File: config.mk
export PLATFORM = sky130hd
export DESIGN_NAME = mgmt_irq_group
export DESIGN_NICKNAME = d
export VERILOG_FILES = /design/src/include/mgmt_irq_pkg.sv /design/src/hdl/event_flag.sv /design/src/hdl/mgmt_irq_group.sv
export SDC_FILE = /design/constraint.sdc
export NUM_CORES = 1
export LEC_CHECK = 0
export BUFFER_PORTS_ARGS = -buffer_cell sky130_fd_sc_hd__buf_2
export CAP_MARGIN = 20
export CORE_MARGIN = 8
export CORE_UTILIZATION = 35
export CTS_CLUSTER_DIAMETER = 40
export DETAILED_ROUTE_END_ITERATION = 6
export PLACE_DENSITY = 0.64
export SYNTH_ARGS = -nofsm -noshare
export SYNTH_HDL_FRONTEND = slang
export SYNTH_SLANG_ARGS = --single-unit
File: constraint.sdc
create_clock -name aclk -period 2.3 [get_ports aclk]
set_input_delay 0.23 -clock aclk [delete_from_list [all_inputs] [get_ports aclk]]
set_output_delay 0.23 -clock aclk [all_outputs]
set_load 0.005 [all_outputs]
File: src/include/mgmt_irq_pkg.sv
// Purpose: Constants and carrier types of the management interrupt group
// Assumes: Register word index times four gives the AXI4-Lite byte address
// Notes: Rules of operation follow
package mgmt_irq_pkg;

  localparam int ADDR_W = 8;
  localparam int DATA_W = 32;
  localparam int REG_W = 8;
  localparam int IDX_LSB = 2;

  // Printed offsets are word indices
  localparam logic [5:0] IDX_PORT1_STS = 6'h15;
  localparam logic [5:0] IDX_PERIPH_EN = 6'h16;
  localparam logic [5:0] IDX_MISC_EN = 6'h17;
  localparam logic [5:0] IDX_PORT2_EN = 6'h18;
  localparam logic [5:0] IDX_PORT34_EN = 6'h19;
  localparam logic [5:0] IDX_PORT5_EN = 6'h1a;

  localparam logic [REG_W-1:0] REG_RESET = 8'h00;
  localparam logic [REG_W-1:0] PERIPH_EN_MASK = 8'h9e;
  localparam logic [REG_W-1:0] MISC_SRC_MASK = 8'h1f;

  localparam int MISC_RING_B_BIT = 5;
  localparam int MISC_ROUTE_SERIAL_BIT = 6;
  localparam int MISC_ROUTE_PIN_BIT = 7;

  localparam logic [1:0] RESP_OKAY = 2'h0;
  localparam logic [1:0] RESP_SLVERR = 2'h2;

  // Pending source levels, bit-aligned with their enable registers
  typedef struct packed {
    logic [REG_W-1:0] port5;
    logic [REG_W-1:0] port34;
    logic [REG_W-1:0] port2;
    logic [REG_W-1:0] misc;
    logic [REG_W-1:0] periph;
  } irq_sources_t;

  typedef struct packed {
    logic [REG_W-1:0] port5;
    logic [REG_W-1:0] port34;
    logic [REG_W-1:0] port2;
    logic [REG_W-1:0] misc;
    logic [REG_W-1:0] periph;
  } irq_enables_t;

endpackage

File: src/hdl/event_flag.sv
// Purpose: One sticky event flag with write-one clear
// Assumes: set and clr come from logic on aclk
// Notes: Set wins over a clear in the same cycle
`timescale 1ns/1ps
`default_nettype none
module event_flag (
  input wire logic aclk,
  input wire logic aresetn,
  input wire logic set,
  input wire logic clr,
  output logic flag_r
);

  always_ff @(posedge aclk) begin
    if (!aresetn) begin
      flag_r <= 1'b0;
    end else if (set) begin
      flag_r <= 1'b1;
    end else if (clr) begin
      flag_r <= 1'b0;
    end
  end

endmodule
`default_nettype wire

File: src/hdl/mgmt_irq_group.sv
// Purpose: Port-1 event status, five enable registers, combined interrupt
// Assumes: Pending sources arrive on aclk; port-1 pins are asynchronous
// Notes: AXI4-Lite slave, one read in flight at most; a second write is held until the first write response is taken
`timescale 1ns/1ps
`default_nettype none
module mgmt_irq_group
  import mgmt_irq_pkg::*;
(
  input wire logic aclk,
  input wire logic aresetn,
  input wire logic [ADDR_W-1:0] awaddr,
  input wire logic awvalid,
  output logic awready,
  input wire logic [DATA_W-1:0] wdata,
  input wire logic [3:0] wstrb,
  input wire logic wvalid,
  output logic wready,
  output logic [1:0] bresp,
  output logic bvalid,
  input wire logic bready,
  input wire logic [ADDR_W-1:0] araddr,
  input wire logic arvalid,
  output logic arready,
  output logic [DATA_W-1:0] rdata,
  output logic [1:0] rresp,
  output logic rvalid,
  input wire logic rready,
  input wire logic [REG_W-1:0] port1_pins,
  input wire logic [REG_W-1:0] port1_event_gate,
  input wire irq_sources_t sources,
  output logic combined_mgmt_irq_n,
  output logic mgmt_irq_out_pin_n,
  output logic mgmt_irq_serial
);

  logic awready_r, wready_r, bvalid_r, arready_r, rvalid_r;
  logic [1:0] bresp_r, rresp_r;
  logic [DATA_W-1:0] rdata_r;
  logic aw_hold_r, w_hold_r;
  logic aw_hold_nxt, w_hold_nxt;
  logic [ADDR_W-1:0] awaddr_r;
  logic [DATA_W-1:0] wdata_r;
  logic [3:0] wstrb_r;
  logic aw_take, w_take, ar_take, wr_fire;
  logic [5:0] wr_idx, rd_idx;
  logic wr_byte0;
  logic [REG_W-1:0] pin_s1_r, pin_s2_r, pin_s3_r;
  logic [REG_W-1:0] pin_rise;
  logic [REG_W-1:0] status_r;
  logic [REG_W-1:0] status_clr;
  irq_enables_t en_r;
  logic [REG_W-1:0] misc_gate;
  logic irq_any;
  logic combined_n_r, pin_n_r, serial_r;

  assign awready = awready_r;
  assign wready = wready_r;
  assign bvalid = bvalid_r;
  assign bresp = bresp_r;
  assign arready = arready_r;
  assign rvalid = rvalid_r;
  assign rresp = rresp_r;
  assign rdata = rdata_r;
  assign combined_mgmt_irq_n = combined_n_r;
  assign mgmt_irq_out_pin_n = pin_n_r;
  assign mgmt_irq_serial = serial_r;

  // Write channel handshakes; address and data taken in either order
  assign aw_take = awvalid & awready_r;
  assign w_take = wvalid & wready_r;
  assign wr_fire = aw_hold_r & w_hold_r & ~bvalid_r;
  assign aw_hold_nxt = (aw_hold_r | aw_take) & ~wr_fire;
  assign w_hold_nxt = (w_hold_r | w_take) & ~wr_fire;
  assign wr_idx = awaddr_r[ADDR_W-1:IDX_LSB];
  assign wr_byte0 = wr_fire & wstrb_r[0];

  always_ff @(posedge aclk) begin
    if (!aresetn) begin
      aw_hold_r <= 1'b0;
      w_hold_r <= 1'b0;
      awready_r <= 1'b0;
      wready_r <= 1'b0;
    end else begin
      aw_hold_r <= aw_hold_nxt;
      w_hold_r <= w_hold_nxt;
      awready_r <= ~aw_hold_nxt;
      wready_r <= ~w_hold_nxt;
    end
  end

  always_ff @(posedge aclk) begin
    if (!aresetn) begin
      awaddr_r <= '0;
      wdata_r <= '0;
      wstrb_r <= '0;
    end else begin
      if (aw_take) begin
        awaddr_r <= awaddr;
      end
      if (w_take) begin
        wdata_r <= wdata;
        wstrb_r <= wstrb;
      end
    end
  end

  always_ff @(posedge aclk) begin
    if (!aresetn) begin
      bvalid_r <= 1'b0;
      bresp_r <= RESP_OKAY;
    end else if (wr_fire) begin
      bvalid_r <= 1'b1;
      unique case (wr_idx)
        IDX_PORT1_STS, IDX_PERIPH_EN, IDX_MISC_EN,
        IDX_PORT2_EN, IDX_PORT34_EN, IDX_PORT5_EN: bresp_r <= RESP_OKAY;
        default: bresp_r <= RESP_SLVERR;
      endcase
    end else if (bready) begin
      bvalid_r <= 1'b0;
    end
  end

  // Enable registers; reserved peripheral bits never store
  always_ff @(posedge aclk) begin
    if (!aresetn) begin
      en_r <= '{REG_RESET, REG_RESET, REG_RESET, REG_RESET, REG_RESET};
    end else if (wr_byte0) begin
      unique case (wr_idx)
        IDX_PERIPH_EN: en_r.periph <= wdata_r[REG_W-1:0] & PERIPH_EN_MASK;
        IDX_MISC_EN: en_r.misc <= wdata_r[REG_W-1:0];
        IDX_PORT2_EN: en_r.port2 <= wdata_r[REG_W-1:0];
        IDX_PORT34_EN: en_r.port34 <= wdata_r[REG_W-1:0];
        IDX_PORT5_EN: en_r.port5 <= wdata_r[REG_W-1:0];
        default: ;
      endcase
    end
  end

  // Read channel: one read in flight, data registered at acceptance
  assign ar_take = arvalid & arready_r;
  assign rd_idx = araddr[ADDR_W-1:IDX_LSB];

  always_ff @(posedge aclk) begin
    if (!aresetn) begin
      arready_r <= 1'b0;
      rvalid_r <= 1'b0;
    end else begin
      arready_r <= ~(ar_take | (rvalid_r & ~rready));
      if (ar_take) begin
        rvalid_r <= 1'b1;
      end else if (rready) begin
        rvalid_r <= 1'b0;
      end
    end
  end

  always_ff @(posedge aclk) begin
    if (!aresetn) begin
      rdata_r <= '0;
      rresp_r <= RESP_OKAY;
    end else if (ar_take) begin
      rdata_r <= '0;
      rresp_r <= RESP_OKAY;
      unique case (rd_idx)
        IDX_PORT1_STS: rdata_r[REG_W-1:0] <= status_r;
        IDX_PERIPH_EN: rdata_r[REG_W-1:0] <= en_r.periph;
        IDX_MISC_EN: rdata_r[REG_W-1:0] <= en_r.misc;
        IDX_PORT2_EN: rdata_r[REG_W-1:0] <= en_r.port2;
        IDX_PORT34_EN: rdata_r[REG_W-1:0] <= en_r.port34;
        IDX_PORT5_EN: rdata_r[REG_W-1:0] <= en_r.port5;
        default: rresp_r <= RESP_SLVERR;
      endcase
    end
  end

  // Pins are asynchronous: two stages, then a third for the edge
  always_ff @(posedge aclk) begin
    if (!aresetn) begin
      pin_s1_r <= '0;
      pin_s2_r <= '0;
      pin_s3_r <= '0;
    end else begin
      pin_s1_r <= port1_pins;
      pin_s2_r <= pin_s1_r;
      pin_s3_r <= pin_s2_r;
    end
  end

  assign pin_rise = pin_s2_r & ~pin_s3_r;
  assign status_clr = (wr_byte0 && wr_idx == IDX_PORT1_STS) ? wdata_r[REG_W-1:0] : '0;

  genvar gi;
  generate
    for (gi = 0; gi < REG_W; gi++) begin : g_flag
      event_flag u_flag (
        .aclk(aclk),
        .aresetn(aresetn),
        .set(pin_rise[gi]),
        .clr(status_clr[gi]),
        .flag_r(status_r[gi])
      );
    end
  endgenerate

  // Ring indicator b gate reads inverted; route bits never gate a source
  always_comb begin
    misc_gate = en_r.misc & MISC_SRC_MASK;
    misc_gate[MISC_RING_B_BIT] = ~en_r.misc[MISC_RING_B_BIT];
  end

  assign irq_any = |(sources.periph & en_r.periph)
                 | |(sources.misc & misc_gate)
                 | |(sources.port2 & en_r.port2)
                 | |(sources.port34 & en_r.port34)
                 | |(sources.port5 & en_r.port5)
                 | |(status_r & port1_event_gate);

  always_ff @(posedge aclk) begin
    if (!aresetn) begin
      combined_n_r <= 1'b1;
      pin_n_r <= 1'b1;
      serial_r <= 1'b0;
    end else begin
      combined_n_r <= ~irq_any;
      pin_n_r <= ~(irq_any & en_r.misc[MISC_ROUTE_PIN_BIT]);
      serial_r <= irq_any & en_r.misc[MISC_ROUTE_SERIAL_BIT];
    end
  end
endmodule
`default_nettype wire

* Word-level counts from Yosys, hierarchy flattened
Cells that the tools add are included.
** Operators by class
- Bitwise logic cells :: 36
- Reduce and logical (&&, ||, !) cells :: 24
- Mux-type cells :: 24
- Eq/ne operators :: 12
** Operators with widths (number)
- 6-bit by 5-bit equality test with 1-bit output, second input constant :: 12
- 8-bit bitwise AND :: 6
- 8-bit one-hot mux with 6 select lines :: 1
- 8-bit OR reduction :: 6
- 1-bit 2-to-1 mux :: 20
- 2-bit nonzero test :: 10
- 6-bit OR reduction :: 2
- 1-bit bitwise AND :: 11
- 2-bit AND reduction :: 5
- 1-bit NOT :: 9
- 8-bit by 6-bit bitwise AND with 8-bit output :: 1
- 8-bit 2-to-1 mux :: 1
- 8-bit NOT :: 1
- 1-bit bitwise OR :: 8
- 2-bit 2-to-1 mux :: 2
- 1-bit logical AND :: 1
** Word-level totals
- Logic and storage cells :: 128
- Input port bits :: 115
- Register bits after elaboration :: 108
- Output and inout port bits :: 44

* Longest topological paths before layout
- Depth after elaboration :: 10
- Depth in mapped cells :: 6
- Mapped depth without buffers :: 4

* Cells and area by module
A second synthesis with hierarchy kept.
** Second synthesis, totals
- Cells, all modules :: 480
- Area total of the unflattened synthesis :: 4589.4 um2
** Modules (own cells, without submodules)
- mgmt_irq_group :: seq. area each 1921.8 um2, area each 4259.1 um2, times used 1, cells an instance 456
- event_flag :: seq. area each 20.0 um2, area each 41.3 um2, times used 8, cells an instance 3

* Worst setup path after synthesis
OpenSTA, ideal clock, no wires.
- Path type :: register to register
- Start :: register bvalid_r (netlist: bvalid)
- End :: register en_r[24] (netlist bit)
- Data required time :: 2.184 ns
- Stages on the path, launching flop included :: 5
- Library setup time :: 0.116 ns
- Buffers on the path :: 0
- Path slack :: 0.826 ns
- Clock period less this slack :: 1.474 ns
- Data arrival time :: 1.358 ns
- Cells stage by stage :: dfxtp_1 -> nand3b_4 -> nor4_4 -> mux2i_1 -> nor2b_1
** On the way
- Word-level cells in the longest chain between the ends :: 4
** Ends and longest elaborated chain
- start: declaration :: RTL line mgmt_irq_group.sv:36 : logic awready_r, wready_r, bvalid_r, arready_r, rvalid_r;
- start signal: assignment :: RTL line mgmt_irq_group.sv:109 : bvalid_r <= 1'b0;
- start signal: assignment :: RTL line mgmt_irq_group.sv:112 : bvalid_r <= 1'b1;
- start signal: assignment :: RTL line mgmt_irq_group.sv:119 : bvalid_r <= 1'b0;
- 1-bit NOT :: RTL line mgmt_irq_group.sv:71 : assign wr_fire = aw_hold_r & w_hold_r & ~bvalid_r;
- 1-bit bitwise AND :: RTL line mgmt_irq_group.sv:71
- 1-bit bitwise AND :: RTL line mgmt_irq_group.sv:75 : assign wr_byte0 = wr_fire & wstrb_r[0];
- 2-bit AND reduction (no line)
- end signal: assignment :: RTL line mgmt_irq_group.sv:126 : en_r <= '{REG_RESET, REG_RESET, REG_RESET, REG_RESET, REG_RESET};
- end: declaration :: RTL line mgmt_irq_group.sv:51 : irq_enables_t en_r;
No other way between the ends.
A chain may end at the register's enable or synchronous reset.

* Worst setup path in the final report
- Start :: register w_hold_r
- End :: register en_r[3] (netlist bit)
** On the way
- Word-level cells in the longest chain between the ends :: 4
** Ends and longest elaborated chain
- start: declaration :: RTL line mgmt_irq_group.sv:39 : logic aw_hold_r, w_hold_r;
- start signal: assignment :: RTL line mgmt_irq_group.sv:85 : w_hold_r <= w_hold_nxt;
- 1-bit bitwise AND (2 in series) :: RTL line mgmt_irq_group.sv:71
- 1-bit bitwise AND :: RTL line mgmt_irq_group.sv:75
- 2-bit AND reduction (no line)
No other way between the ends.

==> run summary <==
Result of the run -> completed
Cell variety after synth -> 45
Global Route Usage Sum -> 0.1467
Final setup TNS -> 0 ns
Via count -> 3,681
Sequential fraction of the synthesis area -> 0.4509
TritonRoute pass-1 iters -> 4
Sum of met2 wire segment lengths after detailed routing -> 5986 um
Number of nets with antenna violations after detailed routing -> 0
Routed len/inst -> 17.32 um
Share of cells above drive strength 1 -> 0.2357
Via/cell ratio -> 5.001
# hold bufs at CTS -> 0
Crit path launch type -> flop
Gpl congestion -> 0.8495
Cell row count -> 42
Wire length on met1 -> 5525 um
Pin count of the biggest net entering global routing -> 39
Slew at the pin closest to its max-slew limit -> 0.6288 ns
Vias in the first global route -> 3,595
Total net switching power -> 0.8658 mW
Setup WS post-layout -> 0.5782 ns
Area of the core -> 13,090 sq um
H-tree levels -> 3
Latest clock arrival within the worst-skew pair -> 0.34 ns
Part of the total power dissipated in sequential elements -> 0.511
Antenna fix cells -> 0
Post-layout minimum cycle time -> 1.722 ns
Clock tree from TritonCTS -> built
Layout-stage area growth over the synthesis result -> 18.81%
Mean cell area of the mapped netlist -> 9.929 sq um
Starting Density -> 0.3528
Worst clock skew -> 0.008363 ns
Die area -> 17,120 sq um
Warnings from Yosys -> 0
Number of input and output port buffers inserted -> 96
Register clock-pin slew on the reported worst setup and hold paths -> 0.07 ns
Total Routed Length -> 12,750 um
Post-synthesis sequential element count -> 104
Die outline width -> 130.9 um
Placed instance area -> 5179 sq um
Global-route wire length before repair -> 19,100 um
Drc violations -> 0
Fraction of power spent switching nets -> 0.2318
Area of all placed cells without fillers -> 5485 sq um
Layout fillers -> 1,323
Count of clock tree sinks -> 104
# Post-CTS Setup Buffers -> 0
Layout net count -> 670
Fraction of power consumed by combinational cells -> 0.075
Power per Cell Area -> 680.8 nW/um^2
Remaining max-slew budget at the tightest pin -> 0.5808
Post-Synthesis Cells -> 465
Worst min path class -> primary input to flop
Final setup violation count -> 0
WP data arrival -> 1.95 ns
Height of the die -> 130.9 um
Top layer in use -> met4
Peak VDD IR -> 0.4169 mV
Iteration-0 DRC Markers -> 271
Setup crit end kind -> flop
Power Internal -> 2.869 mW
Half-perimeter wire length of the detailed placement result -> 9901 um
Area used by multi-input combinational logic -> 2336 sq um
Unrepaired setup endpoints after global routing -> false
Setup CP Type -> flop to flop
Number of max-capacitance violations reported -> 0
Worst-case clock buffer depth -> 2
Sum of met3 wire segment lengths after detailed routing -> 1078 um
Final hold viol count -> 0
WP data required -> 2.53 ns
Total congestion overflow -> 0
CP max FO -> 6
Proportion of power drawn by the clock network -> 0.413
Final count of pins violating max slew -> 0
PostCTS Resize Cnt -> 0
Clock tree root driver cell -> sky130_fd_sc_hd__clkbuf_16
Total clock buffers created by CTS -> 9
Leak pwr -> 2.321 nW
Number of antenna violations at the first check in global routing -> 0
Boundary Pins -> 159
Peak Freq -> 580.8 MHz
Area occupied by registers -> 2082 sq um
Fin crit share -> 0.7486
Mapped cell area -> 4617 sq um
Pre-CTS setup slack -> 0.6042 ns
==> per-stage QoR <==
step / util / hold slack (ns) / cells / power (mW)
6_report: 0.4192 / 0.09285 / 736 / 3.734
5_1_grt: 0.4192 / 0.08369 / 736 / 3.882
4_1_cts: 0.4192 / 0.08452 / 736 / 3.768
3_5_place_dp: 0.3958 / 0.4177 / 720 / 2.234
3_3_place_gp: 0.3958 / 0.4153 / 720 / 2.224
2_1_floorplan: - / 0.3573 / 490 / 2.118
==> power by group through the flow <==
| stage | clock network (mW) | registers [mW] | logic [mW] |
|---|---|---|---|
| finish | 1.54 | 1.91 | 0.281 |
| floorplan | 0 | 1.93 | 0.191 |
| global placement | 0 | 1.95 | 0.275 |
| detailed placement | 0 | 1.95 | 0.282 |
| CTS | 1.57 | 1.91 | 0.283 |
| global route | 1.65 | 1.92 | 0.312 |
==> cells in the final DEF, fill, tap and decap left out, types with 7 or more instances in the layout <==
cell | netlist | routed
sky130_fd_sc_hd__nand2_1 | 35 | 35
sky130_fd_sc_hd__nor2b_1 | 47 | 47
sky130_fd_sc_hd__clkbuf_16 | 0 | 9
sky130_fd_sc_hd__conb_1 | 1 | 26
sky130_fd_sc_hd__buf_2 | 5 | 96
sky130_fd_sc_hd__a221oi_1 | 10 | 10
sky130_fd_sc_hd__mux2i_1 | 44 | 44
sky130_fd_sc_hd__and2_1 | 27 | 27
sky130_fd_sc_hd__buf_4 | 27 | 7
sky130_fd_sc_hd__a22oi_1 | 7 | 7
sky130_fd_sc_hd__nor2_1 | 7 | 7
sky130_fd_sc_hd__o21a_1 | 10 | 10
sky130_fd_sc_hd__dfxtp_1 | 104 | 104
sky130_fd_sc_hd__nand3_1 | 12 | 12
sky130_fd_sc_hd__a21boi_0 | 25 | 25
sky130_fd_sc_hd__a22o_1 | 9 | 9
sky130_fd_sc_hd__o21ai_0 | 12 | 12
==> cells in the mapped netlist (all sizes together) <==
cell type / instances / area share
dfxtp: 104 / 0.45
o311ai: 1 / 0.0019
o32a: 2 / 0.0043
a22oi: 7 / 0.011
nand3: 12 / 0.013
o21a: 10 / 0.016
a21oi: 5 / 0.0054
and3b: 3 / 0.0057
o32ai: 2 / 0.0038
nand2b: 4 / 0.0054
a221oi: 10 / 0.019
o31ai: 2 / 0.0033
nor3b: 3 / 0.0049
o211a: 1 / 0.0022
and2: 27 / 0.037
and3: 2 / 0.0027
nor4: 1 / 0.0046
o311a: 1 / 0.0022
nor2: 7 / 0.0057
nand4: 6 / 0.011
nand3b: 7 / 0.017
clkbuf: 17 / 0.014
conb: 1 / 0.00081
inv: 2 / 0.0016
a21boi: 25 / 0.041
mux2i: 44 / 0.095
a222oi: 1 / 0.0022
buf: 32 / 0.049
nand4bb: 2 / 0.0049
nand4b: 1 / 0.0019
a31oi: 3 / 0.0041
nor4b: 2 / 0.0051
a211oi: 4 / 0.0065
o21ai: 12 / 0.013
o2bb2ai: 3 / 0.0057
and4bb: 2 / 0.0054
nor2b: 47 / 0.064
a22o: 9 / 0.017
mux2: 4 / 0.0098
a2111oi: 2 / 0.0038
nand2: 35 / 0.028
==> area by class of cell <==
type | count | share of cell area
flip-flops and latches | 104 | 0.3796
clock buffers | 10 | 0.04357
well taps | 176 | 0.04015
inverters | 2 | 0.001369
repair buffers | 103 | 0.09717
multi-input cells | 335 | 0.4259
clock inverters | 6 | 0.01232
==> cells by family after synthesis <==
kind of cell	after synthesis	share of synthesized area
flops	104	0.4509
other cells	1	0.0008122
simple gates	161	0.2157
compound gates	100	0.1626
buf+inv	51	0.06477
mux	48	0.1051
==> worst max-delay path, stage by stage (launching register included) <==
cell and delay, ns:
sky130_fd_sc_hd__dfxtp_1 0.40, sky130_fd_sc_hd__and3b_1 0.36, sky130_fd_sc_hd__nand4_1 0.48, sky130_fd_sc_hd__mux2i_1 0.30
sky130_fd_sc_hd__nor2b_1 0.07
==> sequential cells by signal, summed over array words and instances (netlist names), 6 cells and up <==
| name | count |
|---|---|
| pin_s1_r | 8 |
| pin_s3_r | 8 |
| awaddr_r | 6 |
| rdata | 8 |
| g_flag.u_flag.flag_r | 8 |
| pin_s2_r | 8 |
| wdata_r | 8 |
| en_r | 37 |
==> layer usage <==
| layer | global-route usage | vias up |
|---|---|---|
| li1 | - | 1782 |
| met1 | 0.1800 | 1741 |
| met2 | 0.2498 | 145 |
| met3 | 0.03856 | 13 |
| met4 | 0.03714 | 0 |
| met5 | 0 | - |
==> path summary, 6_finish.rpt <==
path	startpoint	to	slack, ns	depth (start not counted)
hold / removal	port1_pins[5]	pin_s1_r[5]	0.09	2
setup / recovery	w_hold_r	en_r[3]	0.58	4
setup reg to reg	w_hold_r	en_r[3]	0.58	4
hold reg to reg	pin_s1_r[0]	pin_s2_r[0]	0.43	1
Note: power is estimated with default switching activity, not from simulation.
